==> src/operand_field_defs.vh <==
// How it works
// - Data move field: A, B, A1, B1, X0, Y0, Y1.
// - Extended move adds four pointers and index.
// - Pointer-or-stack field: four pointers plus stack pointer.
// - Pointer-only field: four pointers, no stack pointer.
// - Index only when indexed; one modifier register.
// - Arith field: both accumulators and data registers.
// - Alt arith field: accumulator upper halves, data registers.
// - Accumulator field selects either full accumulator.
// - Accumulator pair legal only as A,B or B,A.
// - Accumulator upper-half field is source only.
// - Immediates: 8/16-bit masks, 7-bit offset, 16-bit address.
// - Minus sign negates the product; otherwise unchanged.
// - Accumulator naming decides move-source saturation.
// - Dual-read add/sub: data reg to acc, acc to the other acc.
// - First dual read rejects pointers two and three.
// - First dual read has no post-decrement.
// - Second dual read always uses pointer three.
// - Second dual read: post-increment or post-decrement only.
// - Each dual-read destination limited to its slot.
// - One instruction cycle equals two clock cycles.
`ifndef OPERAND_FIELD_DEFS_VH
`define OPERAND_FIELD_DEFS_VH

// Register codes presented by the fetch stage.
`define REG_ACC_A      5'h00
`define REG_ACC_B      5'h01
`define REG_A_UPPER    5'h02
`define REG_B_UPPER    5'h03
`define REG_A_EXT      5'h04
`define REG_A_LOWER    5'h05
`define REG_B_EXT      5'h06
`define REG_B_LOWER    5'h07
`define REG_XA         5'h08
`define REG_YLOW       5'h09
`define REG_YHIGH      5'h0a
`define REG_PTR0       5'h0b
`define REG_PTR1       5'h0c
`define REG_PTR2       5'h0d
`define REG_PTR3       5'h0e
`define REG_INDEX      5'h0f
`define REG_STACK      5'h10
`define REG_MODIFIER   5'h11
`define REG_OPMODE     5'h12
`define REG_STATUS     5'h13
`define REG_LOOP_ADDR  5'h14
`define REG_LOOP_CNT   5'h15
`define REG_HW_STACK   5'h16

// Field kinds.
`define FLD_DATA_MOVE  4'h0
`define FLD_EXT_MOVE   4'h1
`define FLD_ALL_CPU    4'h2
`define FLD_PTR_STACK  4'h3
`define FLD_PTR_ONLY   4'h4
`define FLD_INDEX      4'h5
`define FLD_MODIFIER   4'h6
`define FLD_ARITH      4'h7
`define FLD_ALT_ARITH  4'h8
`define FLD_DATA_REG   4'h9
`define FLD_ACC        4'ha
`define FLD_ACC_MSP    4'hb
`define FLD_ACC_PAIR   4'hc

// Membership masks, one bit per register code.
`define MASK_DATA_MOVE 32'h0000070f
`define MASK_EXT_MOVE  32'h0000ff0f
`define MASK_ALL_CPU   32'h007fffff
`define MASK_PTR_STACK 32'h00017800
`define MASK_PTR_ONLY  32'h00007800
`define MASK_INDEX     32'h00008000
`define MASK_MODIFIER  32'h00020000
`define MASK_ARITH     32'h00000703
`define MASK_ALT_ARITH 32'h0000070c
`define MASK_DATA_REG  32'h00000700
`define MASK_ACC       32'h00000003
`define MASK_ACC_MSP   32'h0000000c
`define MASK_DUAL_DST1 32'h00000600
`define MASK_DUAL_DST2 32'h00000100

// Addressing post-update modes.
`define MODE_NONE      2'h0
`define MODE_POST_INC  2'h1
`define MODE_POST_DEC  2'h2
`define MODE_POST_IDX  2'h3

// Multiply sign.
`define SIGN_NONE      2'h0
`define SIGN_PLUS      2'h1
`define SIGN_MINUS     2'h2

// Immediate kinds and widths.
`define IMM_SHORT_MASK_IMMEDIATE      2'h0
`define IMM_LONG_MASK_IMMEDIATE     2'h1
`define IMM_RELATIVE_BRANCH_OFFSET    2'h2
`define IMM_ABSOLUTE_TARGET      2'h3
`define IMM_SHORT_MASK_IMMEDIATE_W    8
`define IMM_RELATIVE_BRANCH_OFFSET_W  7

// Dual-read arithmetic operation.
`define DOP_MOVE       2'h0
`define DOP_ADD        2'h1
`define DOP_SUB        2'h2
`define DOP_MULT       2'h3

// Clock cycles per instruction cycle.
`define CLKS_PER_ICYC  2

`endif

==> src/operand_field_decoder.v <==
`timescale 1ns/10ps
`default_nettype none
`include "operand_field_defs.vh"

module operand_field_decoder
(
   input  wire        clk,
   input  wire        rst,
   input  wire        instr_valid,
   input  wire [3:0]  field_kind,
   input  wire [4:0]  reg_code,
   input  wire [4:0]  reg_code2,
   input  wire        reg_is_dest,
   input  wire        indexed_mode,
   input  wire [1:0]  mult_sign,
   input  wire [1:0]  imm_kind,
   input  wire [15:0] imm_raw,
   input  wire        dual_read,
   input  wire [1:0]  dual_op,
   input  wire [4:0]  alu_src,
   input  wire [4:0]  alu_dst,
   input  wire [4:0]  rd1_ptr,
   input  wire [1:0]  rd1_mode,
   input  wire [4:0]  rd1_dst,
   input  wire [4:0]  rd2_ptr,
   input  wire [1:0]  rd2_mode,
   input  wire [4:0]  rd2_dst,
   output reg         cycle_phase_reg,
   output reg         result_valid_reg,
   output reg         field_legal_reg,
   output reg         negate_product_reg,
   output reg         saturate_en_reg,
   output reg  [15:0] imm_value_reg,
   output reg         dual_legal_reg,
   output reg  [5:0]  dual_fault_reg,
   output reg         illegal_instr_reg
);

   wire        field_ok;
   wire        icyc_en;
   reg         sat_next;
   reg  [15:0] imm_next;
   reg  [5:0]  fault_next;

   function in_mask;
      input [31:0] mask;
      input [4:0]  code;
      begin
         in_mask = mask[code];
      end
   endfunction

   function is_acc;
      input [4:0] code;
      begin
         is_acc = in_mask(`MASK_ACC, code);
      end
   endfunction

   function is_data_reg;
      input [4:0] code;
      begin
         is_data_reg = in_mask(`MASK_DATA_REG, code);
      end
   endfunction

   reg_field_checker u_checker
   (
      .field_kind   (field_kind),
      .reg_code     (reg_code),
      .reg_code2    (reg_code2),
      .reg_is_dest  (reg_is_dest),
      .indexed_mode (indexed_mode),
      .legal        (field_ok)
   );

   // Instructions are taken once per instruction cycle, on the second clock of it.
   assign icyc_en = cycle_phase_reg;

   always @(posedge clk or posedge rst)
   begin
      if (rst)
      begin
         cycle_phase_reg <= 1'b0;
      end
      else
      begin
         cycle_phase_reg <= ~cycle_phase_reg;
      end
   end

   // Saturation applies only when a full accumulator is read out by its
   // plain name; its upper-half name moves the bits unlimited.
   always @*
   begin
      sat_next = !reg_is_dest && is_acc(reg_code) &&
                 ((field_kind == `FLD_DATA_MOVE) || (field_kind == `FLD_EXT_MOVE) ||
                  (field_kind == `FLD_ALL_CPU)   || (field_kind == `FLD_ACC));
   end

   always @*
   begin
      case (imm_kind)
         `IMM_SHORT_MASK_IMMEDIATE:
         begin
            imm_next = {8'h00, imm_raw[`IMM_SHORT_MASK_IMMEDIATE_W-1:0]};
         end
         `IMM_LONG_MASK_IMMEDIATE:
         begin
            imm_next = imm_raw;
         end
         `IMM_RELATIVE_BRANCH_OFFSET:
         begin
            imm_next = {{9{imm_raw[`IMM_RELATIVE_BRANCH_OFFSET_W-1]}}, imm_raw[`IMM_RELATIVE_BRANCH_OFFSET_W-1:0]};
         end
         `IMM_ABSOLUTE_TARGET:
         begin
            imm_next = imm_raw;
         end
         default:
         begin
            imm_next = imm_raw;
         end
      endcase
   end

   // Fault bits: 0 operands, 1 first pointer, 2 first mode,
   // 3 first destination, 4 second pointer or mode, 5 second destination.
   always @*
   begin
      fault_next = 6'h00;
      if (dual_read)
      begin
         if ((dual_op == `DOP_ADD) || (dual_op == `DOP_SUB))
         begin
            fault_next[0] = !((is_data_reg(alu_src) && is_acc(alu_dst)) ||
                              (is_acc(alu_src) && is_acc(alu_dst) &&
                               (alu_src != alu_dst)));
         end
         fault_next[1] = !in_mask(`MASK_PTR_ONLY, rd1_ptr) ||
                         (rd1_ptr == `REG_PTR2) ||
                         (rd1_ptr == `REG_PTR3);
         fault_next[2] = (rd1_mode == `MODE_POST_DEC);
         fault_next[3] = !in_mask(`MASK_DUAL_DST1, rd1_dst);
         fault_next[4] = (rd2_ptr != `REG_PTR3) ||
                         !((rd2_mode == `MODE_POST_INC) ||
                           (rd2_mode == `MODE_POST_DEC));
         fault_next[5] = !in_mask(`MASK_DUAL_DST2, rd2_dst);
      end
   end

   always @(posedge clk or posedge rst)
   begin
      if (rst)
      begin
         result_valid_reg   <= 1'b0;
         field_legal_reg    <= 1'b0;
         negate_product_reg <= 1'b0;
         saturate_en_reg    <= 1'b0;
         imm_value_reg      <= 16'h0000;
         dual_legal_reg     <= 1'b0;
         dual_fault_reg     <= 6'h00;
         illegal_instr_reg  <= 1'b0;
      end
      else
      begin
         result_valid_reg <= icyc_en && instr_valid;
         if (icyc_en && instr_valid)
         begin
            field_legal_reg    <= field_ok;
            negate_product_reg <= (mult_sign == `SIGN_MINUS);
            saturate_en_reg    <= sat_next;
            imm_value_reg      <= imm_next;
            dual_legal_reg     <= dual_read && (fault_next == 6'h00);
            dual_fault_reg     <= fault_next;
            illegal_instr_reg  <= !field_ok || (fault_next != 6'h00) ||
                                  (mult_sign == 2'h3);
         end
      end
   end

endmodule // operand_field_decoder
`default_nettype wire

==> src/reg_field_checker.v <==
`timescale 1ns/10ps
`default_nettype none
`include "operand_field_defs.vh"

module reg_field_checker
(
   input  wire [3:0] field_kind,
   input  wire [4:0] reg_code,
   input  wire [4:0] reg_code2,
   input  wire       reg_is_dest,
   input  wire       indexed_mode,
   output reg        legal
);

   function [31:0] field_mask;
      input [3:0] kind;
      begin
         case (kind)
            `FLD_DATA_MOVE: field_mask = `MASK_DATA_MOVE;
            `FLD_EXT_MOVE:  field_mask = `MASK_EXT_MOVE;
            `FLD_ALL_CPU:   field_mask = `MASK_ALL_CPU;
            `FLD_PTR_STACK: field_mask = `MASK_PTR_STACK;
            `FLD_PTR_ONLY:  field_mask = `MASK_PTR_ONLY;
            `FLD_INDEX:     field_mask = `MASK_INDEX;
            `FLD_MODIFIER:  field_mask = `MASK_MODIFIER;
            `FLD_ARITH:     field_mask = `MASK_ARITH;
            `FLD_ALT_ARITH: field_mask = `MASK_ALT_ARITH;
            `FLD_DATA_REG:  field_mask = `MASK_DATA_REG;
            `FLD_ACC:       field_mask = `MASK_ACC;
            `FLD_ACC_MSP:   field_mask = `MASK_ACC_MSP;
            `FLD_ACC_PAIR:  field_mask = `MASK_ACC;
            default:        field_mask = 32'h00000000;
         endcase
      end
   endfunction

   always @*
   begin
      legal = |(field_mask(field_kind) & (32'h00000001 << reg_code));
      if (field_kind == `FLD_ACC_PAIR)
      begin
         legal = ((reg_code == `REG_ACC_A) && (reg_code2 == `REG_ACC_B)) ||
                 ((reg_code == `REG_ACC_B) && (reg_code2 == `REG_ACC_A));
      end
      if ((field_kind == `FLD_ACC_MSP) && reg_is_dest)
      begin
         legal = 1'b0;
      end
      if ((field_kind == `FLD_INDEX) && !indexed_mode)
      begin
         legal = 1'b0;
      end
   end

endmodule // reg_field_checker
`default_nettype wire

==> config.mk <==
export PLATFORM = sky130hd
export DESIGN_NAME = operand_field_decoder
export DESIGN_NICKNAME = d
export VERILOG_FILES = /design/src/operand_field_decoder.v /design/src/reg_field_checker.v
export VERILOG_INCLUDE_DIRS = /design/src
export SDC_FILE = /design/constraint.sdc
export NUM_CORES = 1
export LEC_CHECK = 0
export ABC_AREA = 0
export BUFFER_PORTS_ARGS = -buffer_cell sky130_fd_sc_hd__buf_2
export CAP_MARGIN = 20
export CORE_UTILIZATION = 40
export DETAILED_ROUTE_END_ITERATION = 10
export PLACE_DENSITY = 0.76
export RECOVER_POWER = 100
export SKIP_CTS_REPAIR_TIMING = 1
export SLEW_MARGIN = 20
export SYNTH_ARGS = -nofsm -noshare
export SYNTH_HDL_FRONTEND = slang
export SYNTH_SLANG_ARGS = --single-unit
==> constraint.sdc <==
create_clock -name clk -period 3.2 [get_ports clk]
set_input_delay 0.48 -clock clk [delete_from_list [all_inputs] [get_ports clk]]
set_output_delay 0.48 -clock clk [all_outputs]
set_load 0.01 [all_outputs]
# Word-level counts from Yosys, hierarchy flattened
# Memory sizes are Yosys's and may differ from the RTL's.
# Cells that the tools add are included.
# W data, S select, Z words.
op_classes:
  n_lt_le_gt_ge: 6
  eq_ne: 22
  shifts: 1
  mux: 13
  n_bitwise: 2
  n_reduce_logical: 39
ops:
  columns: ["cell", "n"]
  rows:
  - ["$pmux W16 S3", 1]
  - ["$lt A5 B6 Y1 const B", 6]
  - ["$and A32 B32 Y32", 1]
  - ["$reduce_or A32 Y1", 1]
  - ["$shl A1 B5 Y32 const A", 1]
  - ["$eq A2 B2 Y1 const B", 7]
  - ["$eq A4 B4 Y1 const B", 3]
  - ["$logic_or A1 B1 Y1", 12]
  - ["$logic_and A1 B1 Y1", 11]
  - ["$mux W1", 11]
  - ["$eq A5 B1 Y1 const B", 2]
  - ["$eq A5 B4 Y1 const B", 2]
  - ["$logic_not A5 Y1", 2]
  - ["$logic_not A1 Y1", 8]
  - ["$eq A2 B1 Y1 const B", 3]
  - ["$logic_not A6 Y1", 1]
  - ["$mux W6", 1]
  - ["$reduce_bool A6 Y1", 1]
  - ["$ne A5 B4 Y1 const B", 1]
  - ["$ne A5 B5 Y1", 1]
  - ["$eq A4 B1 Y1 const B", 1]
  - ["$eq A4 B2 Y1 const B", 1]
  - ["$eq A4 B3 Y1 const B", 1]
  - ["$logic_not A4 Y1", 1]
  - ["other kinds (3)", 3]
word_totals:
  regBits: 29
  mem_bits_ro: 592
  input_bits: 76
  out_inout_bits: 29
  wordCells: 100
  memories: 8
mem_list:
  columns: ["memory", "words", "word_bits", "rd", "rd_clocked_by_memory_dff", "write_ports", "line", "text"]
  rows:
  - ["(no name shown)", 16, 23, 1, 0, 0, "reg_field_checker.v:18", "case (kind)"]
  - ["(no name shown)", 32, 1, 1, 0, 0, "operand_field_decoder.v:49", "in_mask = mask[code];"]
  - ["(no name shown)", 32, 1, 1, 0, 0, "operand_field_decoder.v:49", null]
  - ["(no name shown)", 32, 1, 1, 0, 0, "operand_field_decoder.v:49", null]
  - ["(no name shown)", 32, 1, 1, 0, 0, "operand_field_decoder.v:49", null]
  - ["(no name shown)", 32, 1, 1, 0, 0, "operand_field_decoder.v:49", null]
  - ["2 more memories", null, null, null, null, null, null, null]

# Longest topological paths before layout
logic_depth:
  word_depth: 11
  mapped_depth: 8

# By module
# From an unflattened synthesis, not the netlist that was laid out.
unflattened:
  hier_cells: 193
  hier_area_um2: 1783.0
by_module_without_submodules:
  columns: ["mod", "instances", "cells_per_inst", "area_per_inst_um2"]
  rows:
  - ["operand_field_decoder", 1, 134, 1337.5]
  - ["reg_field_checker", 1, 59, 445.4]

# Worst setup path before layout
# OpenSTA, ideal clock, no wires.
synth_timing:
  path_kind: "input -> register"
  startpoint: "input rd1_ptr[1]"
  endpoint: "register illegal_instr_reg"
  setup_time_ns: 0.121
  t_arrival_ns: 1.799
  t_required_ns: 3.079
  setup_slack_ns: 1.280
  cell_stages: 6
  path_cell_list: "or3b_1 > a21oi_2 > nand2_1 > or3_1 > a221o_1 > o22a_1"
synth_between:
  elab_chain_len: 9
synth_lines:
  columns: ["element", "line", "text"]
  rows:
  - ["from (decl)", "operand_field_decoder.v:22", "input wire [4:0] rd1_ptr,"]
  - ["$mem_v2 Z32 W1", null, null]
  - ["$mux W1 (not written as such)", "operand_field_decoder.v:49", null]
  - ["$logic_not A1 Y1", "operand_field_decoder.v:140", "fault_next[1] = !in_mask(`MASK_PTR_ONLY, rd1_ptr) ||"]
  - ["$logic_or A1 B1 Y1", "operand_field_decoder.v:140", null]
  - ["$logic_or A1 B1 Y1 (*)", "operand_field_decoder.v:140", null]
  - ["$mux W6 (*)", "operand_field_decoder.v:132", "if (dual_read)"]
  - ["$reduce_bool A6 Y1 (*)", "operand_field_decoder.v:176", "illegal_instr_reg <= !field_ok || (fault_next != 6'h00) ||"]
  - ["$logic_or A1 B1 Y1 (*) (2 in series)", "operand_field_decoder.v:176", null]
  - ["to (signal assigned)", "operand_field_decoder.v:176", null]
  - ["to (decl)", "operand_field_decoder.v:36", "output reg illegal_instr_reg"]
# Every way passes the cells marked *; elsewhere a longest branch is shown, timed or not. The select of a mux whose other input is x is not followed.
# A chain may end at the register's enable or synchronous reset.

# Final worst setup path
layout_timing:
  startpoint: "register cycle_phase_reg"
  endpoint: "register illegal_instr_reg"
layout_between:
  elab_chain_len: 1
layout_lines:
  columns: ["element", "line", "text"]
  rows:
  - ["from (decl)", "operand_field_decoder.v:28", "output reg cycle_phase_reg,"]
  - ["from (signal assigned)", "operand_field_decoder.v:88", "cycle_phase_reg <= ~cycle_phase_reg;"]
  - ["$logic_and A1 B1 Y1", "operand_field_decoder.v:168", "if (icyc_en && instr_valid)"]
# Every way passes these cells.

==> impl_metrics.env <==
export IMPL_drv_slew=0
export IMPL_finalHoldViolCount=0
export IMPL_peakVddDrop_mv=0.295
export IMPL_skew_ns=0.00483
export IMPL_synth_top_cell_by_area="dfrtp_1"
export IMPL_drc=0
export IMPL_wl_um=4060
export IMPL_synth_edf_count=0
export IMPL_io_pins=105
export IMPL_finalSetupViolations=0
export IMPL_first_iter_violations=93
export IMPL_htree_levels=2
export IMPL_synth_most_common_cell="dfrtp_1"
export IMPL_nets=371
export IMPL_syn_inst=185
export IMPL_coreArea_sq_um=4030
export IMPL_dpl_instance_area_sq_um=2240
export IMPL_rsz0062_at_grt="no"
export IMPL_cp_required_ns=3.35
export IMPL_first_pass_iters=4
export IMPL_grt_max_degree=36
export IMPL_ant_nets=0
export IMPL_cts_tree="built"
export IMPL_end_kind="flop"
export IMPL_antenna_cells=0
export IMPL_power_density_nw_per_um2=393
export IMPL_chipHeight_um=66.8
export IMPL_clkTransAtPathRegs_ns=0.06
export IMPL_postSynthAreaPerCell_sq_um=9.08
export IMPL_dp_hpwl_um=3270
export IMPL_fin_cells=338
export IMPL_cts_buffers=5
export IMPL_grt_pass1_vias=1402
export IMPL_power_mw=0.895
export IMPL_relSlewSlack_pct=32.6
export IMPL_cap_violations=0
export IMPL_root_buffer="clkbuf_8"
export IMPL_io_buffers=104
export IMPL_die_w_um=66.8
export IMPL_clkLatencyLatePin_ns=0.27
export IMPL_fin_crit_ns=1.89
export IMPL_outcome="complete, no violations"
export IMPL_num_rows=23
export IMPL_netlist_area_sq_um=1680
export IMPL_synth_commonest_cells="dfrtp_1 (29), nand2_1 (27), o21ai_0 (20), inv_1 (13), a21oi_1 (12)"
export IMPL_synth_top_area_share_pct=43.2
export IMPL_drive_gt1_share_pct=31.3
export IMPL_vias_per_cell=5.05
export IMPL_hold_path_class="in -> async"
export IMPL_worstPathMaxFanout=35
export IMPL_worstReg2RegStart="cycle_phase_reg"
export IMPL_fin_area_sq_um=2280
export IMPL_worst_pin_slew_ns=1.01
export IMPL_gp_congestion=0.847
export IMPL_largest_reg_flops=16
export IMPL_start_util_pct=41.7
export IMPL_critical_path_startpoint="cycle_phase_reg"
export IMPL_fin_tns_setup_ns=0
export IMPL_cts_buffer_depth=2
export IMPL_cts_sinks=29
export IMPL_crit_arrival_ns=2.05
export IMPL_worstReg2RegEnd="illegal_instr_reg"
export IMPL_dp_cells=331
export IMPL_yosysUniqueCellTypes=41
export IMPL_cp_start_kind="flop"
export IMPL_dieArea_sq_um=4460
export IMPL_max_freq_mhz=528
export IMPL_seq_area_frac_synth_pct=43.2
export IMPL_synth_area_leaders="dfrtp_1 (43%), nand2_1 (6.0%), o21ai_0 (6.0%)"
export IMPL_ys_flop_type="dfrtp_1"
export IMPL_track_usage_pct=18.1
export IMPL_grt_overflow_total=0
export IMPL_syn2layout_area_growth_pct=35.7
export IMPL_antenna_found_initial=0
export IMPL_grt_pass1_wl_um=6180
export IMPL_async_flop_share_pct=100
export IMPL_critical_path_class="reg -> reg"
export IMPL_via_count=1707
export IMPL_wire_per_inst_um=12.0
export IMPL_yosysWarnings=0
export IMPL_r2r_slack_ns=1.31
export IMPL_reg2reg_depth=7
export IMPL_period_share_pct=59.2
export IMPL_power_leakage_nw=1.10
export IMPL_ys_ff_latch=29
export IMPL_syn_nets=268
## cells by family (layout without fill, tap and decap cells)
group / after synthesis / after routing / synth area share, %
buf+inv: 23 / 126 / 5.36
simple gates: 58 / 58 / 16.7
xor+xnor: 4 / 4 / 2.09
flops: 29 / 29 / 43.2
compound gates: 54 / 54 / 20.2
fa+ha+maj: 7 / 7 / 5.21
mux: 10 / 10 / 7.30
## cell type report
type | instances | area, sq um
Timing Repair Buffer | 106 | 493
Inverter | 13 | 48.8
Multi-Input combinational cell | 133 | 865
Tap cell | 50 | 62.6
Sequential cell | 29 | 726
Clock buffer | 7 | 86.3
Fill cell | 403 | 1750
## cell usage in the layout (no fill, tap or decap), types with 3 or more instances in the layout
cell	count
nand3_1	4
clkbuf_1	33
nor2_1	6
nand2_1	27
dfrtp_1	29
a211oi_1	3
o22ai_1	3
o21ai_0	20
ha_1	7
nor4_1	4
nand2b_1	7
nor3_1	3
inv_1	13
a21oi_1	12
buf_2	73
clkbuf_8	6
mux2_2	8
## worst max path at each step
stage / endpoint / depth (start not counted) / slack, ns
global route: illegal_instr_reg / 7 / 1.16
CTS: illegal_instr_reg / 7 / 1.30
floorplan: illegal_instr_reg / 6 / 1.28
global placement: illegal_instr_reg / 7 / 1.11
finish: illegal_instr_reg / 7 / 1.31
detailed placement: illegal_instr_reg / 8 / 1.10
## layer usage
metal / track usage, % / vias up / wire length [um]
li1: - / 862 / -
met1: 23.6 / 758 / 1770
met2: 29.7 / 83 / 1930
met3: 4.28 / 4 / 308
met4: 4.79 / 0 / 44
met5: 0 / - / 0
## stage by stage
step	hold WS, ns	utilization (%)	setup slack, ns
after floorplan	0.477	-	1.28
after global placement	0.429	55.3	1.11
after detailed placement	0.432	55.7	1.10
after CTS	0.209	57.9	1.30
after global routing	0.223	56.6	1.16
final	0.182	56.6	1.31
## power by group
group | leakage [nW] | switching, mW | internal [mW] | total [mW]
clock | 0.0443 | 0.120 | 0.170 | 0.290
sequential | 0.358 | 0.0152 | 0.397 | 0.412
combinational | 0.697 | 0.104 | 0.0882 | 0.193
total | 1.10 | 0.240 | 0.656 | 0.895
## critical path, cell delays in order (launching register included)
cell,delay [ns]
dfrtp_1,0.35
nand2_1,0.06
buf_4,0.23
inv_1,0.33
o21ai_0,0.17
a211o_1,0.24
a41o_1,0.22
o22a_1,0.17
Power figures use the tool's default switching activity.
